**src/pkg/servo_io_map.vh**
```
`ifndef SERVO_IO_MAP_VH
`define SERVO_IO_MAP_VH

// Register byte offsets
`define OFS_OUT_SEL0    8'h00
`define OFS_OUT_SEL1    8'h04
`define OFS_OUT_SEL2    8'h08
`define OFS_IN_CFG      8'h0C
`define OFS_GP_OUT      8'h10
`define OFS_STATUS      8'h14
`define OFS_IRQ_STAT    8'h18
`define OFS_IRQ_MASK    8'h1C

// Output function codes
`define CODE_W          6
`define CODE_PLAIN      6'h00
`define CODE_BRAKE_OPEN 6'h06
`define CODE_MAX        6'h24

// Condition indices, (code-1)/2
`define COND_ERROR      0
`define COND_ENERGIZED  3
`define COND_N          18

// Reset codes per variant
`define RST_SIX_SEL0    6'h07
`define RST_SIX_SEL1    6'h02
`define RST_SIX_SEL2    6'h09
`define RST_SEAL_SEL0   6'h02
`define RST_SEAL_SEL1   6'h09
`define RST_SEAL_SEL2   6'h00

// Input function codes
`define EN_NONE         2'h0
`define EN_CLOSED       2'h1
`define EN_OPEN         2'h2
`define CLR_CLOSED      3'h3
`define CLR_OPEN        3'h4
`define RST_EN_SEL      2'h1
`define RST_CLR_SEL     3'h3

// IN_CFG fields
`define CFG_EN_LSB      0
`define CFG_CLR_LSB     8

// Interrupt bits
`define IRQ_ALARM_SET   0
`define IRQ_ALARM_CLR   1
`define IRQ_REJECT      2
`define IRQ_W           3

// AXI responses
`define RESP_OKAY       2'h0
`define RESP_SLVERR     2'h2

`endif

```
**src/rtl/servo_io_function_mapper.v**
```verilog
`timescale 1ns/1ps
`default_nettype none
`include "servo_io_map.vh"

module servo_io_function_mapper #(
  parameter SEALED_VARIANT = 0
) (
  // Clock and reset
  input  wire        aclk,
  input  wire        aresetn,
  // AXI4-Lite write address
  input  wire [7:0]  s_axi_awaddr,
  input  wire        s_axi_awvalid,
  output reg         s_axi_awready,
  // AXI4-Lite write data
  input  wire [31:0] s_axi_wdata,
  input  wire [3:0]  s_axi_wstrb,
  input  wire        s_axi_wvalid,
  output reg         s_axi_wready,
  // AXI4-Lite write response
  output reg  [1:0]  s_axi_bresp,
  output reg         s_axi_bvalid,
  input  wire        s_axi_bready,
  // AXI4-Lite read
  input  wire [7:0]  s_axi_araddr,
  input  wire        s_axi_arvalid,
  output reg         s_axi_arready,
  output reg  [31:0] s_axi_rdata,
  output reg  [1:0]  s_axi_rresp,
  output reg         s_axi_rvalid,
  input  wire        s_axi_rready,
  // Drive conditions, same clock
  input  wire [17:0] drive_cond,
  input  wire        fault_event,
  input  wire        motion_req,
  // Discrete pins, high level means open
  input  wire        enable_pin,
  input  wire        alarm_clear_input,
  // Results
  output reg  [2:0]  out_conduct,
  output reg         windings_on,
  output reg         alarm_active,
  output reg         motion_accept,
  output reg         motion_reject,
  output reg         irq
);

  // ----------------------------------------------------------------
  // Registers
  // ----------------------------------------------------------------
  localparam [5:0] SEL0_RST = SEALED_VARIANT ? `RST_SEAL_SEL0 : `RST_SIX_SEL0;
  localparam [5:0] SEL1_RST = SEALED_VARIANT ? `RST_SEAL_SEL1 : `RST_SIX_SEL1;
  localparam [5:0] SEL2_RST = SEALED_VARIANT ? `RST_SEAL_SEL2 : `RST_SIX_SEL2;

  reg  [5:0]  sel_q [0:2];
  reg  [1:0]  en_sel_q;
  reg  [2:0]  clr_sel_q;
  reg  [2:0]  gp_out_q;
  reg  [2:0]  irq_stat_q;
  reg  [2:0]  irq_mask_q;
  reg  [7:0]  aw_addr_q;
  reg         aw_full_q;
  reg  [31:0] w_data_q;
  reg  [3:0]  w_strb_q;
  reg         w_full_q;
  reg  [31:0] rd_mux;
  reg         rd_hit;

  // Pin synchronisers
  reg         en_s1_q;
  reg         en_s2_q;
  reg         clr_s1_q;
  reg         clr_s2_q;
  reg         clr_prev_q;

  wire        wr_go = aw_full_q & w_full_q & ~s_axi_bvalid;
  wire        wr_hit = (aw_addr_q == `OFS_OUT_SEL0) | (aw_addr_q == `OFS_OUT_SEL1) |
                       (aw_addr_q == `OFS_OUT_SEL2) | (aw_addr_q == `OFS_IN_CFG) |
                       (aw_addr_q == `OFS_GP_OUT) | (aw_addr_q == `OFS_IRQ_MASK);
  wire        ar_go = s_axi_arvalid & s_axi_arready;

  // ----------------------------------------------------------------
  // Alarm clear edge and enable decode
  // ----------------------------------------------------------------
  wire clr_closed      = ~clr_s2_q;
  wire clr_fall        = clr_prev_q & ~clr_s2_q;   // open to closed
  wire clr_rise        = ~clr_prev_q & clr_s2_q;   // closed to open
  wire clr_edge        = ((clr_sel_q == `CLR_CLOSED) & clr_fall) |
                         ((clr_sel_q == `CLR_OPEN) & clr_rise);
  wire alarm_clear_hit = alarm_active & clr_edge;
  wire en_closed       = ~en_s2_q;
  reg  wind_d;

  always @* begin
    case (en_sel_q)
      `EN_CLOSED: wind_d = en_closed;
      `EN_OPEN:   wind_d = ~en_closed;
      // No enable pin assigned: alarm clear level stands in
      `EN_NONE:   wind_d = (clr_sel_q == `CLR_OPEN) ? ~clr_closed : clr_closed;
      default:    wind_d = 1'b0;
    endcase
  end

  // ----------------------------------------------------------------
  // Output mapping
  // ----------------------------------------------------------------
  wire [17:0] cond;
  assign cond = {drive_cond[17:4], windings_on, drive_cond[2:1], alarm_active};

  genvar g;
  generate
    for (g = 0; g < 3; g = g + 1) begin : g_out
      wire [5:0] code  = sel_q[g];
      wire [5:0] cm1   = code - 6'h01;
      wire [4:0] idx   = cm1[5:1];
      reg        c_d;
      always @* begin
        if (code == `CODE_PLAIN) begin
          c_d = gp_out_q[g];
        end else if (code == `CODE_BRAKE_OPEN || code > `CODE_MAX) begin
          c_d = 1'b0;
        end else begin
          // Odd code conducts when true, even when false
          c_d = code[0] ? cond[idx] : ~cond[idx];
        end
      end
      always @(posedge aclk) begin
        if (!aresetn) begin
          out_conduct[g] <= 1'b0;
        end else begin
          out_conduct[g] <= c_d;
        end
      end
    end
  endgenerate

  // ----------------------------------------------------------------
  // Read mux
  // ----------------------------------------------------------------
  always @* begin
    rd_mux = 32'h00000000;
    rd_hit = 1'b1;
    case (s_axi_araddr)
      `OFS_OUT_SEL0: rd_mux[5:0] = sel_q[0];
      `OFS_OUT_SEL1: rd_mux[5:0] = sel_q[1];
      `OFS_OUT_SEL2: rd_mux[5:0] = sel_q[2];
      `OFS_IN_CFG: begin
        rd_mux[1:0]  = en_sel_q;
        rd_mux[10:8] = clr_sel_q;
      end
      `OFS_GP_OUT:   rd_mux[2:0] = gp_out_q;
      `OFS_STATUS:   rd_mux[6:0] = {en_s2_q, clr_s2_q, out_conduct, alarm_active, windings_on};
      `OFS_IRQ_STAT: rd_mux[2:0] = irq_stat_q;
      `OFS_IRQ_MASK: rd_mux[2:0] = irq_mask_q;
      default:       rd_hit = 1'b0;
    endcase
  end

  // ----------------------------------------------------------------
  // Core state
  // ----------------------------------------------------------------
  wire [2:0] irq_ev = {motion_req & ~windings_on, alarm_clear_hit, fault_event};

  always @(posedge aclk) begin
    if (!aresetn) begin
      en_s1_q       <= 1'b1;
      en_s2_q       <= 1'b1;
      clr_s1_q      <= 1'b1;
      clr_s2_q      <= 1'b1;
      clr_prev_q    <= 1'b1;
      windings_on   <= 1'b0;
      alarm_active  <= 1'b0;
      motion_accept <= 1'b0;
      motion_reject <= 1'b0;
      irq_stat_q    <= 3'h0;
      irq           <= 1'b0;
    end else begin
      en_s1_q    <= enable_pin;
      en_s2_q    <= en_s1_q;
      clr_s1_q   <= alarm_clear_input;
      clr_s2_q   <= clr_s1_q;
      clr_prev_q <= clr_s2_q;
      windings_on <= wind_d;
      // New fault wins over a clear in the same cycle
      if (fault_event) begin
        alarm_active <= 1'b1;
      end else if (alarm_clear_hit) begin
        alarm_active <= 1'b0;
      end
      motion_accept <= motion_req & windings_on;
      motion_reject <= motion_req & ~windings_on;
      // Read clears, but a same-cycle event survives
      if (ar_go && s_axi_araddr == `OFS_IRQ_STAT) begin
        irq_stat_q <= irq_ev;
      end else begin
        irq_stat_q <= irq_stat_q | irq_ev;
      end
      irq <= |(irq_stat_q & irq_mask_q);
    end
  end

  // ----------------------------------------------------------------
  // AXI4-Lite slave
  // ----------------------------------------------------------------
  always @(posedge aclk) begin
    if (!aresetn) begin
      s_axi_awready <= 1'b1;
      s_axi_wready  <= 1'b1;
      s_axi_bvalid  <= 1'b0;
      s_axi_bresp   <= `RESP_OKAY;
      s_axi_arready <= 1'b1;
      s_axi_rvalid  <= 1'b0;
      s_axi_rdata   <= 32'h00000000;
      s_axi_rresp   <= `RESP_OKAY;
      aw_full_q     <= 1'b0;
      w_full_q      <= 1'b0;
      aw_addr_q     <= 8'h00;
      w_data_q      <= 32'h00000000;
      w_strb_q      <= 4'h0;
      sel_q[0]      <= SEL0_RST;
      sel_q[1]      <= SEL1_RST;
      sel_q[2]      <= SEL2_RST;
      en_sel_q      <= `RST_EN_SEL;
      clr_sel_q     <= `RST_CLR_SEL;
      gp_out_q      <= 3'h0;
      irq_mask_q    <= 3'h0;
    end else begin
      if (s_axi_awvalid && s_axi_awready) begin
        aw_addr_q     <= s_axi_awaddr;
        aw_full_q     <= 1'b1;
        s_axi_awready <= 1'b0;
      end
      if (s_axi_wvalid && s_axi_wready) begin
        w_data_q     <= s_axi_wdata;
        w_strb_q     <= s_axi_wstrb;
        w_full_q     <= 1'b1;
        s_axi_wready <= 1'b0;
      end
      if (wr_go) begin
        aw_full_q    <= 1'b0;
        w_full_q     <= 1'b0;
        s_axi_bvalid <= 1'b1;
        s_axi_bresp  <= wr_hit ? `RESP_OKAY : `RESP_SLVERR;
        if (w_strb_q[0]) begin
          case (aw_addr_q)
            `OFS_OUT_SEL0: sel_q[0] <= w_data_q[5:0];
            `OFS_OUT_SEL1: sel_q[1] <= w_data_q[5:0];
            `OFS_OUT_SEL2: sel_q[2] <= w_data_q[5:0];
            `OFS_IN_CFG:   en_sel_q <= w_data_q[1:0];
            `OFS_GP_OUT:   gp_out_q <= w_data_q[2:0];
            `OFS_IRQ_MASK: irq_mask_q <= w_data_q[2:0];
            default: ;
          endcase
        end
        if (w_strb_q[1] && aw_addr_q == `OFS_IN_CFG) begin
          clr_sel_q <= w_data_q[10:8];
        end
      end
      if (s_axi_bvalid && s_axi_bready) begin
        s_axi_bvalid  <= 1'b0;
        s_axi_awready <= 1'b1;
        s_axi_wready  <= 1'b1;
      end
      if (ar_go) begin
        s_axi_arready <= 1'b0;
        s_axi_rvalid  <= 1'b1;
        s_axi_rdata   <= rd_mux;
        s_axi_rresp   <= rd_hit ? `RESP_OKAY : `RESP_SLVERR;
      end
      if (s_axi_rvalid && s_axi_rready) begin
        s_axi_rvalid  <= 1'b0;
        s_axi_arready <= 1'b1;
      end
    end
  end

endmodule // servo_io_function_mapper

`default_nettype wire

```
**config.mk**
```make
export PLATFORM = sky130hd
export DESIGN_NAME = servo_io_function_mapper
export DESIGN_NICKNAME = d
export VERILOG_FILES = /design/src/rtl/servo_io_function_mapper.v
export VERILOG_INCLUDE_DIRS = /design/src /design/src/pkg
export SDC_FILE = /design/constraint.sdc
export NUM_CORES = 1
export LEC_CHECK = 0
export BUFFER_PORTS_ARGS = -buffer_cell sky130_fd_sc_hd__buf_2
export CELL_PAD_IN_SITES_DETAIL_PLACEMENT = 2
export CELL_PAD_IN_SITES_GLOBAL_PLACEMENT = 2
export CORE_MARGIN = 10
export CORE_UTILIZATION = 30
export CTS_BUF_LIST = sky130_fd_sc_hd__clkbuf_4
export CTS_CLUSTER_SIZE = 25
export DETAILED_ROUTE_END_ITERATION = 10
export PLACE_DENSITY_LB_ADDON = 0.1
export SLEW_MARGIN = 20
export SYNTH_ARGS = -nofsm -noshare
export SYNTH_HDL_FRONTEND = slang
export SYNTH_SLANG_ARGS = --single-unit
```
**constraint.sdc**
```tcl
create_clock -name aclk -period 7 [get_ports aclk]
set_input_delay 0 -clock aclk [delete_from_list [all_inputs] [get_ports aclk]]
set_output_delay 0 -clock aclk [all_outputs]
set_load 0.01 [all_outputs]
```
# After elaboration in Yosys (flattened, before gate mapping)
# Memories as Yosys holds them, arrays and structs flattened.
# Index checks and enable logic that the tools add are counted.
# totals
out_inout_bits	49
wordCells	162
input_bits	81
mem_count	1
ramBits	18
register_bits	69
# mem_list
name	depth	width	rd	rd_ports_with_merged_regs	wr	line_no	text
sel_q	3	6	3	0	3	servo_io_function_mapper.v:55	reg [5:0] sel_q [0:2];
# classes
n_lt_le_gt_ge	6
n_reduce_logical	25
addsub	3
muxes	47
n_bitwise	30
eq_ne	19
# op_table
operator	count
$eq A8 B5 Y1 const B	6
$mux W1	33
$eq A8 B4 Y1 const B	4
$eq A6 B3 Y1 const B	3
$gt A6 B6 Y1 const B	3
$logic_not A6 Y1	3
$lt A5 B6 Y1 const B	3
$mux W6	3
$sub A6 B1 Y6 const B	3
$eq A8 B3 Y1 const B	2
$logic_not A8 Y1	2
$pmux W2 S8	1
$bmux W1 S5	3
$pmux W3 S4	1
$and A1 B1 Y1	10
$not A1 Y1	9
$or A1 B1 Y1	9
$reduce_and A3 Y1	3
$reduce_or A8 Y1	1
$pmux W1 S7	1
$logic_and A1 B1 Y1	6
$mux W3	2
$reduce_or A2 Y1	3
$mux W2	2
12 further kinds	14

# Logic depth before layout (Yosys ltp)
# An unclocked memory read counts as a cell.
# depth
word_depth	8
mapped_depth	9
ltp_nobuf	9

# Worst setup path after synthesis
# OpenSTA, ideal clock, no wires.
# synth_path
path_type	register to register
from	memory sel_q[2][0], in the netlist sel_q[0][12]
to	register out_conduct[2]
stages_incl_launch_ff	9
synth_period_minus_slack_ns	2.363
path_slack_ns	4.637
setup_ns	0.122
arrival_time_ns	2.241
cell_sequence	edfxtp_1 > inv_1 > ha_1 > xor2_4 > mux4_1 > mux2_2 > o32ai_2 > xnor2_1 > o22ai_2
# synth_rtl
item	line_no	text
start: declaration	servo_io_function_mapper.v:55	
end signal: indexed assignment	servo_io_function_mapper.v:129	out_conduct[g] <= 1'b0;
end signal: indexed assignment	servo_io_function_mapper.v:131	out_conduct[g] <= c_d;
end: declaration	servo_io_function_mapper.v:40	output reg [2:0] out_conduct,

==> results.sh <==
export IMPL_drc=0
export IMPL_status="finished clean"
export IMPL_place_gp_congestion=0.753
export IMPL_synth_area_um2=4630
export IMPL_die_w_um=144
export IMPL_finalHoldViolations=0
export IMPL_yosysSeqAreaShare_pct=39.8
export IMPL_multi_input_area_um2=2530
export IMPL_grt_pass1_vias=4204
export IMPL_tightest_slew_ns=0.968
export IMPL_path_max_fanout=5
export IMPL_grt_pass1_wl_um=22200
export IMPL_finalSetupViolCount=0
export IMPL_cap_violations=0
export IMPL_crit_path_end_kind="flip-flop"
export IMPL_slowest_delay_ns=0.58
export IMPL_peakVddDrop_v=0.0000834
export IMPL_cts_clk_slew_worst_paths_ns=0.14
export IMPL_fin_crit_ns=2.64
export IMPL_synth_warnings=0
export IMPL_fillers=1670
export IMPL_start_util_pct=30.6
export IMPL_cts_tree="done"
export IMPL_cts_setup_buffers=0
export IMPL_synthFlopType="dfxtp_1"
export IMPL_drive_gt1_share_pct=20.7
export IMPL_worstReg2RegEnd="out_conduct[2]"
export IMPL_r2r_worst_path_cells=8
export IMPL_r2r_start="sel_q[0][13]"
export IMPL_cp_required_ns=7.35
export IMPL_port_buffers=78
export IMPL_setup_tns_ns=0
export IMPL_viasPerCell=4.92
export IMPL_nets=678
export IMPL_drt_pass1_iterations=4
export IMPL_synth_seq_cells=83
export IMPL_synth_edf_count=18
export IMPL_place_area_um2=5070
export IMPL_row_count=45
export IMPL_numCtsBuffers=9
export IMPL_syn_instance_count=484
export IMPL_most_common_layout_cells="buf_2 (78), dfxtp_1 (65), nand2_1 (64)"
export IMPL_fin_util_pct=37.1
export IMPL_grt_ovfl_total=0
export IMPL_path_cells="inv_1 -> ha_1 -> xor2_4 -> mux4_1 -> mux2_2 -> o32ai_2 -> xnor2_1 -> o22ai_2"
export IMPL_fin_skew_ns=0.0230
export IMPL_wl_per_cell_um=17.8
export IMPL_startpoint_type="flip-flop"
export IMPL_critical_path_class="reg -> reg"
export IMPL_clockBufferDepth=2
export IMPL_area_growth_syn_to_layout_pct=21.5
export IMPL_r2r_setup_slack_ns=4.36
export IMPL_synth_cell_types=57
export IMPL_ys_async_sr_fraction_pct=0
export IMPL_htree_levels=3
export IMPL_final_common_cell="buf_2"
export IMPL_slew_violations=0
export IMPL_vias=3844
export IMPL_grt_setup_unrepaired="no"
export IMPL_io_pins=130
export IMPL_clock_latency_ns=0.45
export IMPL_drt_initial_drc_count=109
export IMPL_regArea_um2=1840
export IMPL_grt_max_degree=72
export IMPL_p_per_area_nw_per_um2=175
export IMPL_dieHeight_um=144
export IMPL_avgSynthCellArea_um2=9.56
export IMPL_antenna_found_initial=1
export IMPL_stdcell_area_um2=5630
export IMPL_crit_slowest_cell="mux4_1"
export IMPL_wirelength_um=13900
export IMPL_leakagePower_nw=2.30
export IMPL_track_usage_pct=13.5
export IMPL_max_clock_freq_mhz=379
export IMPL_die_area_um2=20800
export IMPL_crit_start="sel_q[0][13]"
export IMPL_cts_root_buf="clkbuf_4"
export IMPL_cts_sinks=83
export IMPL_cp_endpoint="out_conduct[2]"
export IMPL_crit_arrival_ns=2.99
export IMPL_dp_hpwl_um=10700
export IMPL_core_area_um2=15100
export IMPL_hold_path_class="in -> reg"
export IMPL_relSlewSlack_pct=34.8
export IMPL_postRouteAntennaNets=0
export IMPL_fin_crit_sh_pct=37.7
[per-stage QoR]
stage / cells / worst slack, ns / hold slack, ns / total power, mW
2_1_floorplan: 507 / 4.64 / 0.100 / 0.615
3_3_place_gp: 726 / 4.37 / 0.181 / 0.649
3_5_place_dp: 726 / 4.34 / 0.189 / 0.654
4_1_cts: 781 / 4.33 / 0.00294 / 0.998
5_1_grt: 782 / 4.16 / 0.0716 / 1.04
6_report: 782 / 4.36 / 0.0292 / 0.983
[timing repair]
action	in CTS	in global routing
resized for setup	0	0
hold buffers	39	0
hold endpoints to repair	39	0
[layer usage]
layer  routed length (µm)  track usage (%)  part of all wire (%)  vias to the layer above
met5                    0                0                     0                        -
met4                  165             4.41                   1.2                        0
met3                  612             2.76                   4.4                       15
met2                 6780             23.3                    49                       85
met1                 6360             16.4                    46                     1873
li1                     -                -                     -                     1871
[flip-flops by register name (all words and copies together) (netlist names), 2 cells and up]
name,cells
out_conduct,3
w_strb_q,2
clr_sel_q,3
s_axi_rdata,10
gp_out_q,3
sel_q,18
irq_mask_q,3
aw_addr_q,8
w_data_q,9
irq_stat_q,3
en_sel_q,2
[layout make-up]
type                            instances  area share [%]
Clock inverter                          6            1.56
Sequential cell                        83            32.7
Multi-Input combinational cell        360            45.1
Antenna cell                            1          0.0445
Tap cell                              188            4.18
Clock buffer                           10            1.33
Timing Repair Buffer                  118            14.0
Inverter                               16            1.07
[kinds of logic after synthesis]
kind of cell / Yosys count / share of synthesized area (%)
buf+inv: 64 / 7.32
compound gates: 87 / 12.9
fa+ha+maj: 9 / 2.43
mux: 44 / 13.6
flops: 83 / 39.8
other cells: 1 / 0.0810
xor+xnor: 14 / 3.62
simple gates: 182 / 20.3
[power by group]
part	total (mW)	leakage, nW	internal (mW)	switching [mW]
Sequential	0.525	0.696	0.505	0.0199
Combinational	0.133	1.51	0.0655	0.0677
Clock	0.325	0.0908	0.150	0.175
[synthesized netlist by cell type, types with 3 or more instances]
| master | count | area [µm²] |
|---|---|---|
| edfxtp_1 | 18 | 541 |
| a21oi_1 | 13 | 65.1 |
| xor2_1 | 5 | 43.8 |
| o21ai_0 | 19 | 95.1 |
| a31oi_1 | 3 | 18.8 |
| or4_1 | 3 | 22.5 |
| nor2_1 | 21 | 78.8 |
| nor2b_1 | 25 | 156 |
| mux4_2 | 8 | 180 |
| xnor2_1 | 6 | 52.6 |
| and2_1 | 9 | 56.3 |
| o22ai_1 | 5 | 31.3 |
| nand2b_1 | 11 | 68.8 |
| buf_4 | 24 | 180 |
| mux2i_1 | 25 | 250 |
| nor3_1 | 8 | 40.0 |
| inv_1 | 16 | 60.1 |
| ha_1 | 9 | 113 |
| mux4_1 | 5 | 131 |
| a21boi_0 | 23 | 173 |
| clkbuf_1 | 21 | 78.8 |
| a22oi_1 | 11 | 82.6 |
| nor3b_1 | 7 | 52.6 |
| nand3_1 | 15 | 75.1 |
| or3_1 | 5 | 31.3 |
| nand2_1 | 64 | 240 |
| dfxtp_1 | 65 | 1300 |
| mux2_2 | 6 | 67.6 |
[worst min path at each step]
stage	startpoint	endpoint	slack, ns	cells past startpoint
finish	s_axi_araddr[1]	s_axi_rdata[0]	0.03	5
global route	s_axi_araddr[7]	s_axi_rdata[0]	0.07	5
CTS	s_axi_araddr[1]	s_axi_rdata[0]	0.003	5
detailed placement	enable_pin	en_s1_q	0.19	2
global placement	enable_pin	en_s1_q	0.18	2
floorplan	s_axi_wvalid	s_axi_wready	0.10	1
[worst max-delay path, delay by kind of cell (launching register included)]
family                     cells  cell delay (ns)
AOI/OAI and AO/OA              2             0.33
muxes                          2             0.87
adders and majority gates      1             0.26
xor gates and xnor gates       2             0.43
buffers and inverters          1             0.12
DFF                            1             0.53
(Power assumes the default switching activity.)
